`src/include/poa_regs.vh`:
```
`ifndef POA_REGS_VH
`define POA_REGS_VH
// register indices; the byte address is four times the index
`define POA_IDX_C0L1_GRANT 10'h184
`define POA_IDX_C1L1_GRANT 10'h185
`define POA_IDX_C0L2_GRANT 10'h186
`define POA_IDX_C1L2_GRANT 10'h187
`define POA_IDX_CMD_STATE 10'h188
`define POA_IDX_CHK_STATE 10'h189
// grant reset values
`define POA_RST_C0L1_GRANT 12'h221
`define POA_RST_C1L1_GRANT 12'h442
`define POA_RST_C0L2_GRANT 12'h884
`define POA_RST_C1L2_GRANT 12'h118
// grant field layout
`define POA_GRANT_W 12
`define POA_HS_GRANT_LSB 0
`define POA_LS_GRANT_LSB 5
// output counts and control set widths
`define POA_NUM_CH 4
`define POA_NUM_LS 7
`define POA_NUM_HS 5
`define POA_FW_LS_FIRST 3
`define POA_THR_W 3
`define POA_LS_SET_W 6
`define POA_HS_SET_W 10
`define POA_SYNC_STAGES 2
`endif

```
`src/rtl/poa_merge.v`:
```
`timescale 1ns/1ps
`default_nettype none
// one merged control set; bit 0 of a set is the gate command
module poa_merge #(
   parameter W = 6
) (
   input wire pclk,
   input wire presetn,
   input wire [3:0] req,
   input wire [3:0] grant,
   input wire [3:0] unlocked,
   input wire [4*W-1:0] req_set,
   output wire [W-1:0] set_out
);
   reg [W-1:0] set_r;
   reg [W-1:0] set_nxt;
   integer c;

   always @* begin
      set_nxt = set_r;
      // index 0 is the highest priority channel, so it is scanned last
      for (c = 3; c >= 0; c = c - 1) begin
         if (req[c] && grant[c]) begin
            set_nxt = req_set[c*W +: W];
         end
      end
      // an unlocked granted channel makes any switch-on a single pulse
      if ((|(grant & unlocked)) && set_r[0]) begin
         set_nxt[0] = 1'b0;
      end
   end

   // without a granted request the set holds, except bit 0 under an unlocked granted channel, so arrivals apply in turn
   always @(posedge pclk or negedge presetn) begin
      if (!presetn) begin
         set_r <= {W{1'b0}};
      end else begin
         set_r <= set_nxt;
      end
   end

   assign set_out = set_r;
endmodule // poa_merge
`default_nettype wire

```
`src/rtl/poa_sync.v`:
```
`timescale 1ns/1ps
`default_nettype none
module poa_sync #(
   parameter W = 1
) (
   input wire pclk,
   input wire presetn,
   input wire [W-1:0] async_in,
   output wire [W-1:0] sync_out
);
   reg [W-1:0] meta_r;
   reg [W-1:0] sync_r;

   // meta_r is read by sync_r only
   always @(posedge pclk or negedge presetn) begin
      if (!presetn) begin
         meta_r <= {W{1'b0}};
         sync_r <= {W{1'b0}};
      end else begin
         meta_r <= async_in;
         sync_r <= meta_r;
      end
   end

   assign sync_out = sync_r;
endmodule // poa_sync
`default_nettype wire

```
`src/rtl/poa_top.v`:
```
// Our own choice: the APB register port.
`timescale 1ns/1ps
`default_nettype none
`include "poa_regs.vh"
module poa_top (
   input wire pclk,
   input wire presetn,
   input wire psel,
   input wire penable,
   input wire pwrite,
   input wire [11:0] paddr,
   input wire [31:0] pwdata,
   input wire [3:0] pstrb,
   output wire [31:0] prdata,
   output wire pready,
   output wire pslverr,
   input wire [3:0] core_unlocked,
   input wire [27:0] ch_ls_req,
   input wire [27:0] ch_ls_cmd,
   input wire [83:0] ch_ls_vds_thr,
   input wire [27:0] ch_ls_vds_chk,
   input wire [15:0] ch_ls_fw,
   input wire [19:0] ch_hs_req,
   input wire [19:0] ch_hs_cmd,
   input wire [59:0] ch_hs_vds_thr,
   input wire [59:0] ch_hs_src_thr,
   input wire [19:0] ch_hs_vds_chk,
   input wire [19:0] ch_hs_src_chk,
   input wire [3:0] ch_hs_fw,
   input wire [6:0] ls_vds_fbk,
   input wire [4:0] hs_vds_fbk,
   input wire [4:0] hs_src_fbk,
   output wire [6:0] ls_cmd,
   output wire [20:0] ls_vds_thr,
   output wire [6:0] ls_vds_chk,
   output wire [3:0] ls_fw,
   output wire [4:0] hs_cmd,
   output wire [14:0] hs_vds_thr,
   output wire [14:0] hs_src_thr,
   output wire [4:0] hs_vds_chk,
   output wire [4:0] hs_src_chk,
   output wire hs_fw,
   output wire [6:0] ls_vds_err,
   output wire [4:0] hs_vds_err,
   output wire [4:0] hs_src_err
);
   // channel order inside every vector: 0 core0_lane1, 1 core1_lane1,
   // 2 core0_lane2, 3 core1_lane2
   reg [`POA_GRANT_W-1:0] grant_r [0:3];
   reg [31:0] prdata_r;
   reg pready_r;
   reg pslverr_r;
   reg [31:0] rd_nxt;
   reg [6:0] ls_vds_err_r;
   reg [4:0] hs_vds_err_r;
   reg [4:0] hs_src_err_r;
   wire [6:0] ls_vds_fbk_s;
   wire [4:0] hs_vds_fbk_s;
   wire [4:0] hs_src_fbk_s;
   wire [7*`POA_LS_SET_W-1:0] ls_set;
   wire [5*`POA_HS_SET_W-1:0] hs_set;
   wire [3:0] dec;
   wire [1:0] widx;
   wire grant_wr;
   wire wr_go;
   wire setup;
   integer k;

   // {hit, index} for an APB byte address; six words are mapped
   function [3:0] poa_decode;
      input [11:0] addr;
      begin
         case (addr[11:2])
            `POA_IDX_C0L1_GRANT: poa_decode = 4'h8;
            `POA_IDX_C1L1_GRANT: poa_decode = 4'h9;
            `POA_IDX_C0L2_GRANT: poa_decode = 4'ha;
            `POA_IDX_C1L2_GRANT: poa_decode = 4'hb;
            `POA_IDX_CMD_STATE: poa_decode = 4'hc;
            `POA_IDX_CHK_STATE: poa_decode = 4'hd;
            default: poa_decode = 4'h0;
         endcase
      end
   endfunction

   // one status word: low-side field, high-side field, upper field
   function [31:0] poa_status;
      input [6:0] ls;
      input [4:0] hs;
      input [4:0] hi;
      begin
         poa_status = 32'h0000_0000;
         poa_status[11:5] = ls;
         poa_status[4:0] = hs;
         poa_status[20:16] = hi;
      end
   endfunction

   // 1 when the comparator level matches the command: an incoherent pair
   function poa_chk;
      input en;
      input cmd;
      input fbk;
      begin
         poa_chk = en && (cmd == fbk);
      end
   endfunction

   assign setup = psel && !penable;
   // pready goes high in the first access cycle: one access cycle per transfer
   assign wr_go = psel && penable && pready_r && pwrite;
   assign dec = poa_decode(paddr);
   assign widx = paddr[3:2];
   // codes 8 to b are the grant words; status words ignore writes
   assign grant_wr = wr_go && (dec[3:2] == 2'b10);

   always @* begin
      rd_nxt = 32'h0000_0000;
      case (dec)
         4'h8, 4'h9, 4'ha, 4'hb: begin
            // upper bits stay zero
            rd_nxt[`POA_GRANT_W-1:0] = grant_r[widx];
         end
         4'hc: begin
            rd_nxt = poa_status(ls_cmd, hs_cmd, {1'b0, core_unlocked});
         end
         4'hd: begin
            rd_nxt = poa_status(ls_vds_err_r, hs_vds_err_r, hs_src_err_r);
         end
         default: begin
            rd_nxt = 32'h0000_0000;
         end
      endcase
   end

   // every answer stands for the access cycle only
   always @(posedge pclk or negedge presetn) begin
      if (!presetn) begin
         pready_r <= 1'b0;
      end else begin
         pready_r <= setup;
      end
   end

   // pslverr falls with pready so a stale error never meets a new request
   always @(posedge pclk or negedge presetn) begin
      if (!presetn) begin
         pslverr_r <= 1'b0;
      end else begin
         pslverr_r <= setup && !dec[3];
      end
   end

   always @(posedge pclk or negedge presetn) begin
      if (!presetn) begin
         prdata_r <= 32'h0000_0000;
      end else if (setup && !pwrite) begin
         prdata_r <= rd_nxt;
      end else begin
         prdata_r <= 32'h0000_0000;
      end
   end

   // grant registers; status words ignore writes
   always @(posedge pclk or negedge presetn) begin
      if (!presetn) begin
         grant_r[0] <= `POA_RST_C0L1_GRANT;
         grant_r[1] <= `POA_RST_C1L1_GRANT;
         grant_r[2] <= `POA_RST_C0L2_GRANT;
         grant_r[3] <= `POA_RST_C1L2_GRANT;
      end else if (grant_wr) begin
         if (pstrb[0]) begin
            grant_r[widx][7:0] <= pwdata[7:0];
         end
         if (pstrb[1]) begin
            grant_r[widx][11:8] <= pwdata[11:8];
         end
      end
   end

   poa_sync #(
      .W(17)
   ) u_fbk_sync (
      .pclk(pclk),
      .presetn(presetn),
      .async_in({hs_src_fbk, hs_vds_fbk, ls_vds_fbk}),
      .sync_out({hs_src_fbk_s, hs_vds_fbk_s, ls_vds_fbk_s})
   );

   genvar i;
   genvar c;
   generate
      for (i = 0; i < `POA_NUM_LS; i = i + 1) begin : g_ls
         wire [4*`POA_LS_SET_W-1:0] req_set;
         wire [3:0] req;
         wire [3:0] grant;
         for (c = 0; c < `POA_NUM_CH; c = c + 1) begin : g_ch
            wire fw;
            if (i >= `POA_FW_LS_FIRST) begin : g_fw
               assign fw = ch_ls_fw[c*4 + i - `POA_FW_LS_FIRST];
            end else begin : g_nofw
               assign fw = 1'b0;
            end
            // set = {fw, check enable, threshold, command}
            assign req_set[c*`POA_LS_SET_W +: `POA_LS_SET_W] = {fw,
               ch_ls_vds_chk[c*7+i], ch_ls_vds_thr[c*21+i*3 +: 3],
               ch_ls_cmd[c*7+i]};
            assign req[c] = ch_ls_req[c*7+i];
            assign grant[c] = grant_r[c][`POA_LS_GRANT_LSB+i];
         end
         poa_merge #(
            .W(`POA_LS_SET_W)
         ) u_merge (
            .pclk(pclk),
            .presetn(presetn),
            .req(req),
            .grant(grant),
            .unlocked(core_unlocked),
            .req_set(req_set),
            .set_out(ls_set[i*`POA_LS_SET_W +: `POA_LS_SET_W])
         );
         assign ls_cmd[i] = ls_set[i*`POA_LS_SET_W];
         assign ls_vds_thr[i*3 +: 3] = ls_set[i*`POA_LS_SET_W+1 +: 3];
         assign ls_vds_chk[i] = ls_set[i*`POA_LS_SET_W+4];
         if (i >= `POA_FW_LS_FIRST) begin : g_fwo
            assign ls_fw[i-`POA_FW_LS_FIRST] = ls_set[i*`POA_LS_SET_W+5];
         end
      end

      for (i = 0; i < `POA_NUM_HS; i = i + 1) begin : g_hs
         wire [4*`POA_HS_SET_W-1:0] req_set;
         wire [3:0] req;
         wire [3:0] grant;
         for (c = 0; c < `POA_NUM_CH; c = c + 1) begin : g_ch
            wire fw;
            if (i == `POA_NUM_HS-1) begin : g_fw
               assign fw = ch_hs_fw[c];
            end else begin : g_nofw
               assign fw = 1'b0;
            end
            // set = {fw, src check, vds check, src thr, vds thr, command}
            assign req_set[c*`POA_HS_SET_W +: `POA_HS_SET_W] = {fw,
               ch_hs_src_chk[c*5+i], ch_hs_vds_chk[c*5+i],
               ch_hs_src_thr[c*15+i*3 +: 3], ch_hs_vds_thr[c*15+i*3 +: 3],
               ch_hs_cmd[c*5+i]};
            assign req[c] = ch_hs_req[c*5+i];
            assign grant[c] = grant_r[c][`POA_HS_GRANT_LSB+i];
         end
         poa_merge #(
            .W(`POA_HS_SET_W)
         ) u_merge (
            .pclk(pclk),
            .presetn(presetn),
            .req(req),
            .grant(grant),
            .unlocked(core_unlocked),
            .req_set(req_set),
            .set_out(hs_set[i*`POA_HS_SET_W +: `POA_HS_SET_W])
         );
         assign hs_cmd[i] = hs_set[i*`POA_HS_SET_W];
         assign hs_vds_thr[i*3 +: 3] = hs_set[i*`POA_HS_SET_W+1 +: 3];
         assign hs_src_thr[i*3 +: 3] = hs_set[i*`POA_HS_SET_W+4 +: 3];
         assign hs_vds_chk[i] = hs_set[i*`POA_HS_SET_W+7];
         assign hs_src_chk[i] = hs_set[i*`POA_HS_SET_W+8];
      end
   endgenerate

   assign hs_fw = hs_set[4*`POA_HS_SET_W+9];

   // a driven-on output should see a low comparator and vice versa;
   // the check is raw, filtering and blanking are done downstream
   always @(posedge pclk or negedge presetn) begin
      if (!presetn) begin
         ls_vds_err_r <= 7'h00;
         hs_vds_err_r <= 5'h00;
         hs_src_err_r <= 5'h00;
      end else begin
         for (k = 0; k < `POA_NUM_LS; k = k + 1) begin
            ls_vds_err_r[k] <= poa_chk(ls_vds_chk[k], ls_cmd[k],
               ls_vds_fbk_s[k]);
         end
         for (k = 0; k < `POA_NUM_HS; k = k + 1) begin
            hs_vds_err_r[k] <= poa_chk(hs_vds_chk[k], hs_cmd[k],
               hs_vds_fbk_s[k]);
            hs_src_err_r[k] <= poa_chk(hs_src_chk[k], hs_cmd[k],
               hs_src_fbk_s[k]);
         end
      end
   end

   assign prdata = prdata_r;
   assign pready = pready_r;
   assign pslverr = pslverr_r;
   assign ls_vds_err = ls_vds_err_r;
   assign hs_vds_err = hs_vds_err_r;
   assign hs_src_err = hs_src_err_r;
endmodule // poa_top
`default_nettype wire

```
`config.mk`:
```
export PLATFORM = sky130hd
export DESIGN_NAME = poa_top
export DESIGN_NICKNAME = d
export VERILOG_FILES = /design/src/rtl/poa_merge.v /design/src/rtl/poa_sync.v /design/src/rtl/poa_top.v
export VERILOG_INCLUDE_DIRS = /design/src /design/src/include
export SDC_FILE = /design/constraint.sdc
export NUM_CORES = 1
export LEC_CHECK = 0
export BUFFER_PORTS_ARGS = -buffer_cell sky130_fd_sc_hd__buf_2
export CAP_MARGIN = 20
export CORE_AREA = 2 2 234 236
export CTS_BUF_LIST = sky130_fd_sc_hd__clkbuf_4 sky130_fd_sc_hd__clkbuf_8 sky130_fd_sc_hd__clkbuf_16
export DETAILED_ROUTE_END_ITERATION = 16
export DIE_AREA = 0 0 236 238
export PLACE_DENSITY_LB_ADDON = 0.15
export SLEW_MARGIN = 20
export SYNTH_ARGS = -nofsm -noshare
export SYNTH_HDL_FRONTEND = slang
export SYNTH_SLANG_ARGS = --single-unit
```
`constraint.sdc`:
```
create_clock -name pclk -period 2.2 [get_ports pclk]
set_input_delay 0 -clock pclk [delete_from_list [all_inputs] [get_ports pclk]]
set_output_delay 0 -clock pclk [all_outputs]
set_load 0.03 [all_outputs]
```
==> results of run 1 <==
==> registers in the layout, summed over array words and instances, names as in the netlist <==
name / flops
g_hs.u_merge.set_out: 46
g_ls.u_merge.set_out: 39
g_ls.grant: 28
g_hs.grant: 20
prdata: 17
u_fbk_sync.meta_r: 17
u_fbk_sync.sync_out: 17
ls_vds_err: 7
hs_src_err: 5
hs_vds_err: 5
pready: 1
pslverr: 1
==> worst max-delay path by stage <==
| stage | from | end | slack, ps | cells past startpoint |
|---|---|---|---|---|
| 2_1_floorplan | paddr[7] | g_hs[0].grant[3] | 310 | 5 |
| 3_3_place_gp | paddr[7] | g_hs[2].grant[1] | 4 | 6 |
| 3_5_place_dp | paddr[7] | g_ls[2].grant[0] | -3 | 6 |
| 4_1_cts | g_ls[5].grant[2] | g_ls[5].u_merge.set_out[4] | 10 | 4 |
| 5_1_grt | pready | g_ls[3].grant[2] | -70 | 6 |
| 6_report | pready | g_ls[3].grant[2] | 80 | 6 |
==> timing repair <==
action                                  4_1_cts  5_1_grt
endpoints found under the hold margin       351        1
setup buffers                                 0       20
resized for setup                             0       14
endpoints found under the setup margin        0       43
hold buffers                                307        1
==> cell type report <==
| type | count | area share |
|---|---|---|
| Multi-Input combinational cell | 766 | 0.279 |
| Antenna cell | 3 | 0.000406 |
| Inverter | 1 | 0.000203 |
| Timing Repair Buffer | 925 | 0.346 |
| Tap cell | 696 | 0.0471 |
| Sequential cell | 203 | 0.276 |
| Clock inverter | 14 | 0.00846 |
| Clock buffer | 36 | 0.0422 |
==> layout by cell type (no fill, tap or decap), types with 48 or more instances in the layout <==
| cell | synthesis | final |
|---|---|---|
| mux2i_1 | 84 | 84 |
| nand2_1 | 162 | 158 |
| mux2_2 | 48 | 48 |
| o21ai_0 | 76 | 76 |
| buf_4 | 15 | 54 |
| a21oi_1 | 85 | 85 |
| dlygate4sd3_1 | 0 | 306 |
| buf_2 | 3 | 558 |
| o22a_1 | 48 | 48 |
| dfrtp_1 | 191 | 189 |
==> power breakdown <==
part | switching [mW] | internal [mW]
Clock | 1.82 | 2.84
Combinational | 0.608 | 0.714
Sequential | 0.0599 | 3.82
==> cell families after synthesis <==
logic type	Yosys count	synth area share
other cells	1	0.000360
mux	132	0.133
flops	203	0.490
simple gates	266	0.122
buf+inv	53	0.0249
compound gates	336	0.217
xor+xnor	17	0.0143
==> layer usage <==
metal / wire [um] / up-vias
li1: - / 5603
met1: 21200 / 5664
met2: 24800 / 391
met3: 3030 / 79
met4: 1480 / 8
met5: 47 / -
==> synth_stat cells <==
master / number / area, um^2
xnor2_1: 17 / 149
nor2_1: 19 / 71.3
mux2_2: 48 / 541
or4b_1: 1 / 10.0
dfrtp_1: 191 / 4780
clkbuf_1: 28 / 105
and2_1: 29 / 181
nand3b_1: 1 / 7.51
nand4b_1: 1 / 8.76
a22o_1: 6 / 52.6
inv_1: 1 / 3.75
buf_1: 6 / 22.5
nor2b_1: 1 / 6.26
and3_1: 13 / 81.3
nor3_1: 1 / 5.00
nand3_2: 2 / 20.0
nor4_1: 1 / 6.26
nor4_4: 1 / 21.3
a21oi_1: 85 / 425
buf_2: 3 / 15.0
nand2b_1: 7 / 43.8
nand4_2: 1 / 12.5
nor3b_1: 1 / 7.51
nand4b_4: 1 / 23.8
o22a_1: 48 / 420
o21ai_0: 76 / 380
nor4bb_1: 1 / 10.0
o31a_1: 9 / 78.8
o221ai_1: 25 / 219
dfstp_2: 12 / 315
a22oi_1: 47 / 353
nand3_1: 9 / 45.0
nand2_1: 162 / 608
mux2i_1: 84 / 841
conb_1: 1 / 3.75
a2bb2oi_1: 25 / 219
or3b_2: 2 / 17.5
or4b_2: 1 / 10.0
nand4_1: 11 / 68.8
o311a_1: 3 / 30.0
o22ai_1: 12 / 75.1
buf_4: 15 / 113
==> per-stage QoR <==
| step | util | setup WS (ps) | total power [mW] | instances |
|---|---|---|---|---|
| final | 0.345 | 82.8 | 9.86 | 2644 |
| after global routing | 0.345 | -74.1 | 10.3 | 2643 |
| after CTS | 0.341 | 10.3 | 10.1 | 2620 |
| after detailed placement | 0.266 | -2.81 | 4.95 | 2263 |
| after global placement | 0.266 | 4.19 | 4.95 | 2263 |
| after floorplan | - | 308 | 4.29 | 1022 |
==> worst max-delay path, cell delays in order, from the launching register on <==
cell           delay (ps)
dfrtp_1               330
nand4_1               150
nor4_4                220
buf_4                 180
nand4b_1              220
mux2_2                340
dlygate4sd3_1         550
==> qor.yml, run 1 <==
status:
  status: "completed"
finish:
  area_delta_synth_final_pct: 77.6
  fillers: 5519
  nets: 2386
  regArea_um2: 5100
  multi_input_area_um2: 5160
  layout-drive-gt1-share: 0.387
  design_area_um2: 18500
yosys:
  ys_seq_area_frac: 0.490
  synth_cells: 1008
  synth.distinct_cells: 42
  ys_warn_count: 0
  synth.avg_cell_area_um2: 10.3
  synthesis.area_um2: 10400
  synth_seq_cells: 203
grt:
  use_met2: 0.304
  grt_first_pass_wirelength_um: 75100
  grt.met1_usage: 0.213
  antenna_found_initial: 6
  first_global_vias: 12600
  grt_max_degree: 54
  grt.total_usage: 0.174
  use_met3: 0.0419
  busiest_layer: "met2"
  grt-ovfl-total: 0
sta:
  totalNegativeSetupSlack_ps: 0
  fin_skew_ps: 11.3
  maxSlewHeadroom: 0.571
  worst_pin_slew_ps: 642
  rsz0062_at_grt: "yes"
  setup_viol: 0
  min_period_ps: 2120
  slew_violations: 0
  fin_crit_sh: 0.962
  whs_ps: 25.1
  max_freq_mhz: 472
  hold_viol: 0
die:
  die_w_um: 236
  core_um2: 53500
  rows: 85
  start_util: 0.195
  dieArea_um2: 56200
  io_pins: 598
  die_h_um: 238
hold_path:
  whs_path_depth: 5
  min_from: "ch_ls_req[24]"
  worstHoldPathType: "in2reg"
  hold_end: "g_ls[3].u_merge.set_out[1]"
power_and_ir_drop:
  power.density_nw_per_um2: 533
  ir_worst_vdd_v: 0.000514
  leakage_nw: 9.45
detailed_routing:
  wire_per_inst_um: 19.1
  drt-initial-drc-count: 469
  route.vias.total: 11700
  avgViaCountPerCell: 4.44
  first_pass_iters: 4
  drcViolationCount: 0
  wl_um: 50600
  final_antenna_net_count: 0
clock_network:
  clock_latency_ps: 560
  cts.sink_count: 203
  clockBufferDepth: 3
  cts_max_level: 1
  cts-root-buf: "clkbuf_16"
  cts_buffers: 27
  clk_pin_slew_ps: 60
  cts_tree: "yes"
worst_setup_path:
  crit_type: "reg2reg"
  worst-r2r-cell-count: 6
  path_max_fanout: 4
  worst_setup_path_end_kind: "flip-flop"
  reg2reg_slack_ps: 80
  cp-start-kind: "flip-flop"
  crit_arrival_ps: 2550
  worstReg2RegStart: "pready"
  timing.rr.end: "g_ls[3].grant[2]"
  cp.required_ps: 2630
place:
  hpwl_um: 37400
  portBuffers: 558
  dpl-instance-area_um2: 14200
  gp_congestion: 0.830
flow_run:
  cap_violations: 0
Power figures use the tool's default switching activity.
==> run 2: changes to the inputs <==
--- a/config.mk
+++ b/config.mk
@@ -6,12 +6,13 @@
 export SDC_FILE = /design/constraint.sdc
 export NUM_CORES = 1
 export LEC_CHECK = 0
+export ABC_AREA = 1
 export BUFFER_PORTS_ARGS = -buffer_cell sky130_fd_sc_hd__buf_2
 export CAP_MARGIN = 20
-export CORE_AREA = 2 2 234 236
+export CORE_AREA = 2 2 230 232
 export CTS_BUF_LIST = sky130_fd_sc_hd__clkbuf_4 sky130_fd_sc_hd__clkbuf_8 sky130_fd_sc_hd__clkbuf_16
 export DETAILED_ROUTE_END_ITERATION = 16
-export DIE_AREA = 0 0 236 238
+export DIE_AREA = 0 0 232 234
 export PLACE_DENSITY_LB_ADDON = 0.15
 export SLEW_MARGIN = 20
 export SYNTH_ARGS = -nofsm -noshare
==> run 2 against run 1 <==
  * The run now ends with negative hold slack left
  * Non-clock buffer count shrank 2
  * Global-route usage grew 1.6 points
  * Register-to-register slack gained 40 ps
  * Cell area grew 1.4%
  * Sequential power is essentially flat
  * Count of clock-buffer cells in the layout grew 1
  * Core utilization grew 1.5 points
  * Clock skew shrank 2.8 ps
  * Sequential cell count is the same
  * Hold slack lost 36 ps
  * Sequential share of layout area shrank 0.40 points
  * Critical path type unchanged
  * Critical endpoint is now g_hs[4].grant[3]
  * Largest cell class unchanged
==> qor.yml, run 2 <==
status:
  status: "complete, but fails checks"  # was completed
  failed_checks: "negative hold slack"
clock_network:
  cts_max_level: 1  # unchanged
  clk_pin_slew_ps: 60  # about the same
  cts_buffers: 27  # unchanged
  clockBufferDepth: 3  # unchanged
  cts_tree: "yes"  # unchanged
  cts.sink_count: 203  # unchanged
  clock_latency_ps: 550  # was 560 ps
  cts-root-buf: "clkbuf_16"  # unchanged
worst_setup_path:
  worst_setup_path_end_kind: "flip-flop"  # unchanged
  crit_type: "reg2reg"  # unchanged
  path_max_fanout: 8  # was 4
  cp.required_ps: 2680  # was 2630 ps
  crit_arrival_ps: 2560  # was 2550 ps
  cp-start-kind: "flip-flop"  # unchanged
finish:
  final_common_cell: "buf_2"  # unchanged
  nets: 2781  # was 2386
  layout-drive-gt1-share: 0.295  # was 0.387
  most-common-layout-cells: "buf_2, nand2_1, dlygate4sd3_1"  # was buf_2, dlygate4sd3_1, dfrtp_1
  utilization: 0.360  # was 0.345
  largest_register_ff_count: 46  # unchanged
  area_delta_synth_final_pct: 74.6  # was 77.6%
  multi_input_area_um2: 5000  # was 5160 um^2
  regArea_um2: 5090  # was 5100 um^2
  instances_no_fill: 3030  # was 2644
  fillers: 5489  # was 5519
yosys:
  synth_top_family_by_area: "simple AND/OR/NAND/NOR gates"  # was compound AO/OA/AOI/OAI gates
  synth_edf_count: 0  # unchanged
  yosys.area_share.xor_xnor: 0  # was 0.0143
  synth_cells: 1409  # was 1008
  synth_async_sr_flop_share: 1.00  # unchanged
  ys_warn_count: 0  # unchanged
  synthTopCellsByCount: "nand2_1, dfrtp_1, o21ai_0"  # was dfrtp_1, nand2_1, a21oi_1
  synth_most_common_cell: "nand2_1"  # was dfrtp_1
  synthesis.area_um2: 10700  # was 10400 um^2
  synth.distinct_cells: 28  # was 42
  synth_mux_area_frac: 0  # was 0.133
  ys_seq_area_frac: 0.475  # was 0.490
  yosysTopAreaCell: "dfrtp_1"  # unchanged
  synth_top_area_frac: 0.445  # was 0.459
  synthAdderAreaFrac: 0  # unchanged
  yosys-top-cells-area: "dfrtp_1, nand2_1, o21ai_0, a21oi_1, nand3_1"  # was dfrtp_1, mux2i_1, nand2_1, mux2_2, a21oi_1
  synthSimpleGateAreaFrac: 0.242  # was 0.122
  synth.avg_cell_area_um2: 7.62  # was 10.3 um^2
  synth_compound_area_frac: 0.214  # was 0.217
  synth_seq_cells: 203  # unchanged
  synthFlopType: "dfrtp_1"  # unchanged
detailed_routing:
  first_pass_iters: 5  # was 4
  drt-initial-drc-count: 661  # was 469
  wire_per_inst_um: 17.9  # was 19.1 um
  final_antenna_net_count: 0  # unchanged
  route.vias.total: 13700  # was 11700
  wl_um: 54100  # was 50600 um
  drcViolationCount: 0  # unchanged
  avgViaCountPerCell: 4.51  # was 4.44
die:
  start_util: 0.206  # was 0.195
  die_w_um: 232  # was 236 um
  io_pins: 598  # unchanged
  rows: 84  # was 85
  dieArea_um2: 54300  # was 56200 um^2
  core_um2: 52000  # was 53500 um^2
  die_h_um: 234  # was 238 um
sta:
  min_period_ps: 2070  # was 2120 ps
  slew_violations: 0  # unchanged
  fin_skew_ps: 8.55  # was 11.3 ps
  layout_setup_ws_ps: 125  # was 82.8 ps
  fin_crit_sh: 0.943  # was 0.962
  maxSlewHeadroom: 0.547  # was 0.571
  max_freq_mhz: 482  # was 472 MHz
  worst_pin_slew_ps: 679  # was 642 ps
  rsz0062_at_grt: "yes"  # unchanged
  hold_viol: 1  # was 0
  setup_viol: 0  # unchanged
  whs_ps: -10.5  # was 25.1 ps
place:
  dp.cells: 2655  # was 2263
  place_ws_ps: 49.0  # was -2.81 ps
  gp_congestion: 0.908  # was 0.830
  hpwl_um: 40700  # was 37400 um
  portBuffers: 558  # unchanged
power_and_ir_drop:
  leakage_nw: 9.63  # was 9.45 nW
  p_total_mw: 9.88  # was 9.86 mW
  power.density_nw_per_um2: 527  # was 533 nW/um^2
  ir_worst_vdd_v: 0.000508  # was 0.000514 V
grt:
  grt-ovfl-total: 0  # unchanged
  grt_first_pass_wirelength_um: 79500  # was 75100 um
  grt_max_degree: 58  # was 54
  first_global_vias: 13800  # was 12600
  grt.total_usage: 0.191  # was 0.174
  antenna_found_initial: 9  # was 6
hold_path:
  worstHoldPathType: "in2reg"  # unchanged
flow_run:
  cap_violations: 0  # unchanged
==> run 2: layout make-up <==
cell class | instances | area share
Sequential cell | 203 | 0.272
Clock inverter | 13 | 0.00661
Tap cell | 688 | 0.0459
Multi-Input combinational cell | 1043 | 0.267
Clock buffer | 37 | 0.0431
Timing Repair Buffer | 923 | 0.341
Inverter | 121 | 0.0246
Antenna cell | 2 | 0.000267
==> run 2: routing by layer <==
metal,GRT usage,routed length (um),vias to the layer above,share of wire
met2,0.336,26500,511,0.49
met1,0.230,22000,6391,0.41
met4,0.0641,1670,12,0.031
li1,-,-,6640,-
met3,0.0412,3830,98,0.071
met5,0,82,-,0.0015
==> run 2: logic make-up (layout without fill, tap and decap cells) <==
group                  count (synthesis)  in the layout
other                                  1             17
flip-flops                           203            203
AND/OR/NAND/NOR                      625            625
buffers and inverters                177           1094
AO/OA/AOI/OAI                        403            403
==> run 2: worst paths after layout <==
path                                       from                          to  slack, ps  cells past startpoint
min                               ch_ls_req[11]  g_ls[4].u_merge.set_out[0]        -10                      4
min reg2reg                u_fbk_sync.meta_r[5]      u_fbk_sync.sync_out[5]        350                      0
min in group asynchronous               presetn            g_ls[3].grant[3]         70                      2
max reg2reg                              pready            g_hs[4].grant[3]        130                      6
max                                      pready            g_hs[4].grant[3]        130                      6
max in group asynchronous               presetn      u_fbk_sync.sync_out[2]       1660                      3
==> run 2: critical path, cell delays in order, from the launching register on <==
cell and delay (ps):
dfrtp_1 340, nand4_1 160, nor3_4 350, nand3_1 210, buf_4 230, o21ai_0 140
dlygate4sd3_1 570
==> run 2: repair_timing <==
item                                   CTS  global route
setup endpoints to repair                0            40
resized for setup                        0            16
buffers inserted                         0             4
endpoints found under the hold margin  351             0
hold buffers                           319             0
==> run 2: stage by stage <==
stage	TNS [ps]	instance area [um^2]
4_1_cts	0	18700
6_report	0	18700
2_1_floorplan	0	10800
3_3_place_gp	0	14500
3_5_place_dp	0	14500
5_1_grt	-101	18700
==> run 2: where the power goes <==
part	switching (mW)	leakage [nW]	internal, mW	total [mW]
sequential	0.0567	2.68	3.82	3.88
clock	1.78	0.466	2.79	4.57
combinational	0.701	6.48	0.732	1.43
total	2.54	9.63	7.34	9.88
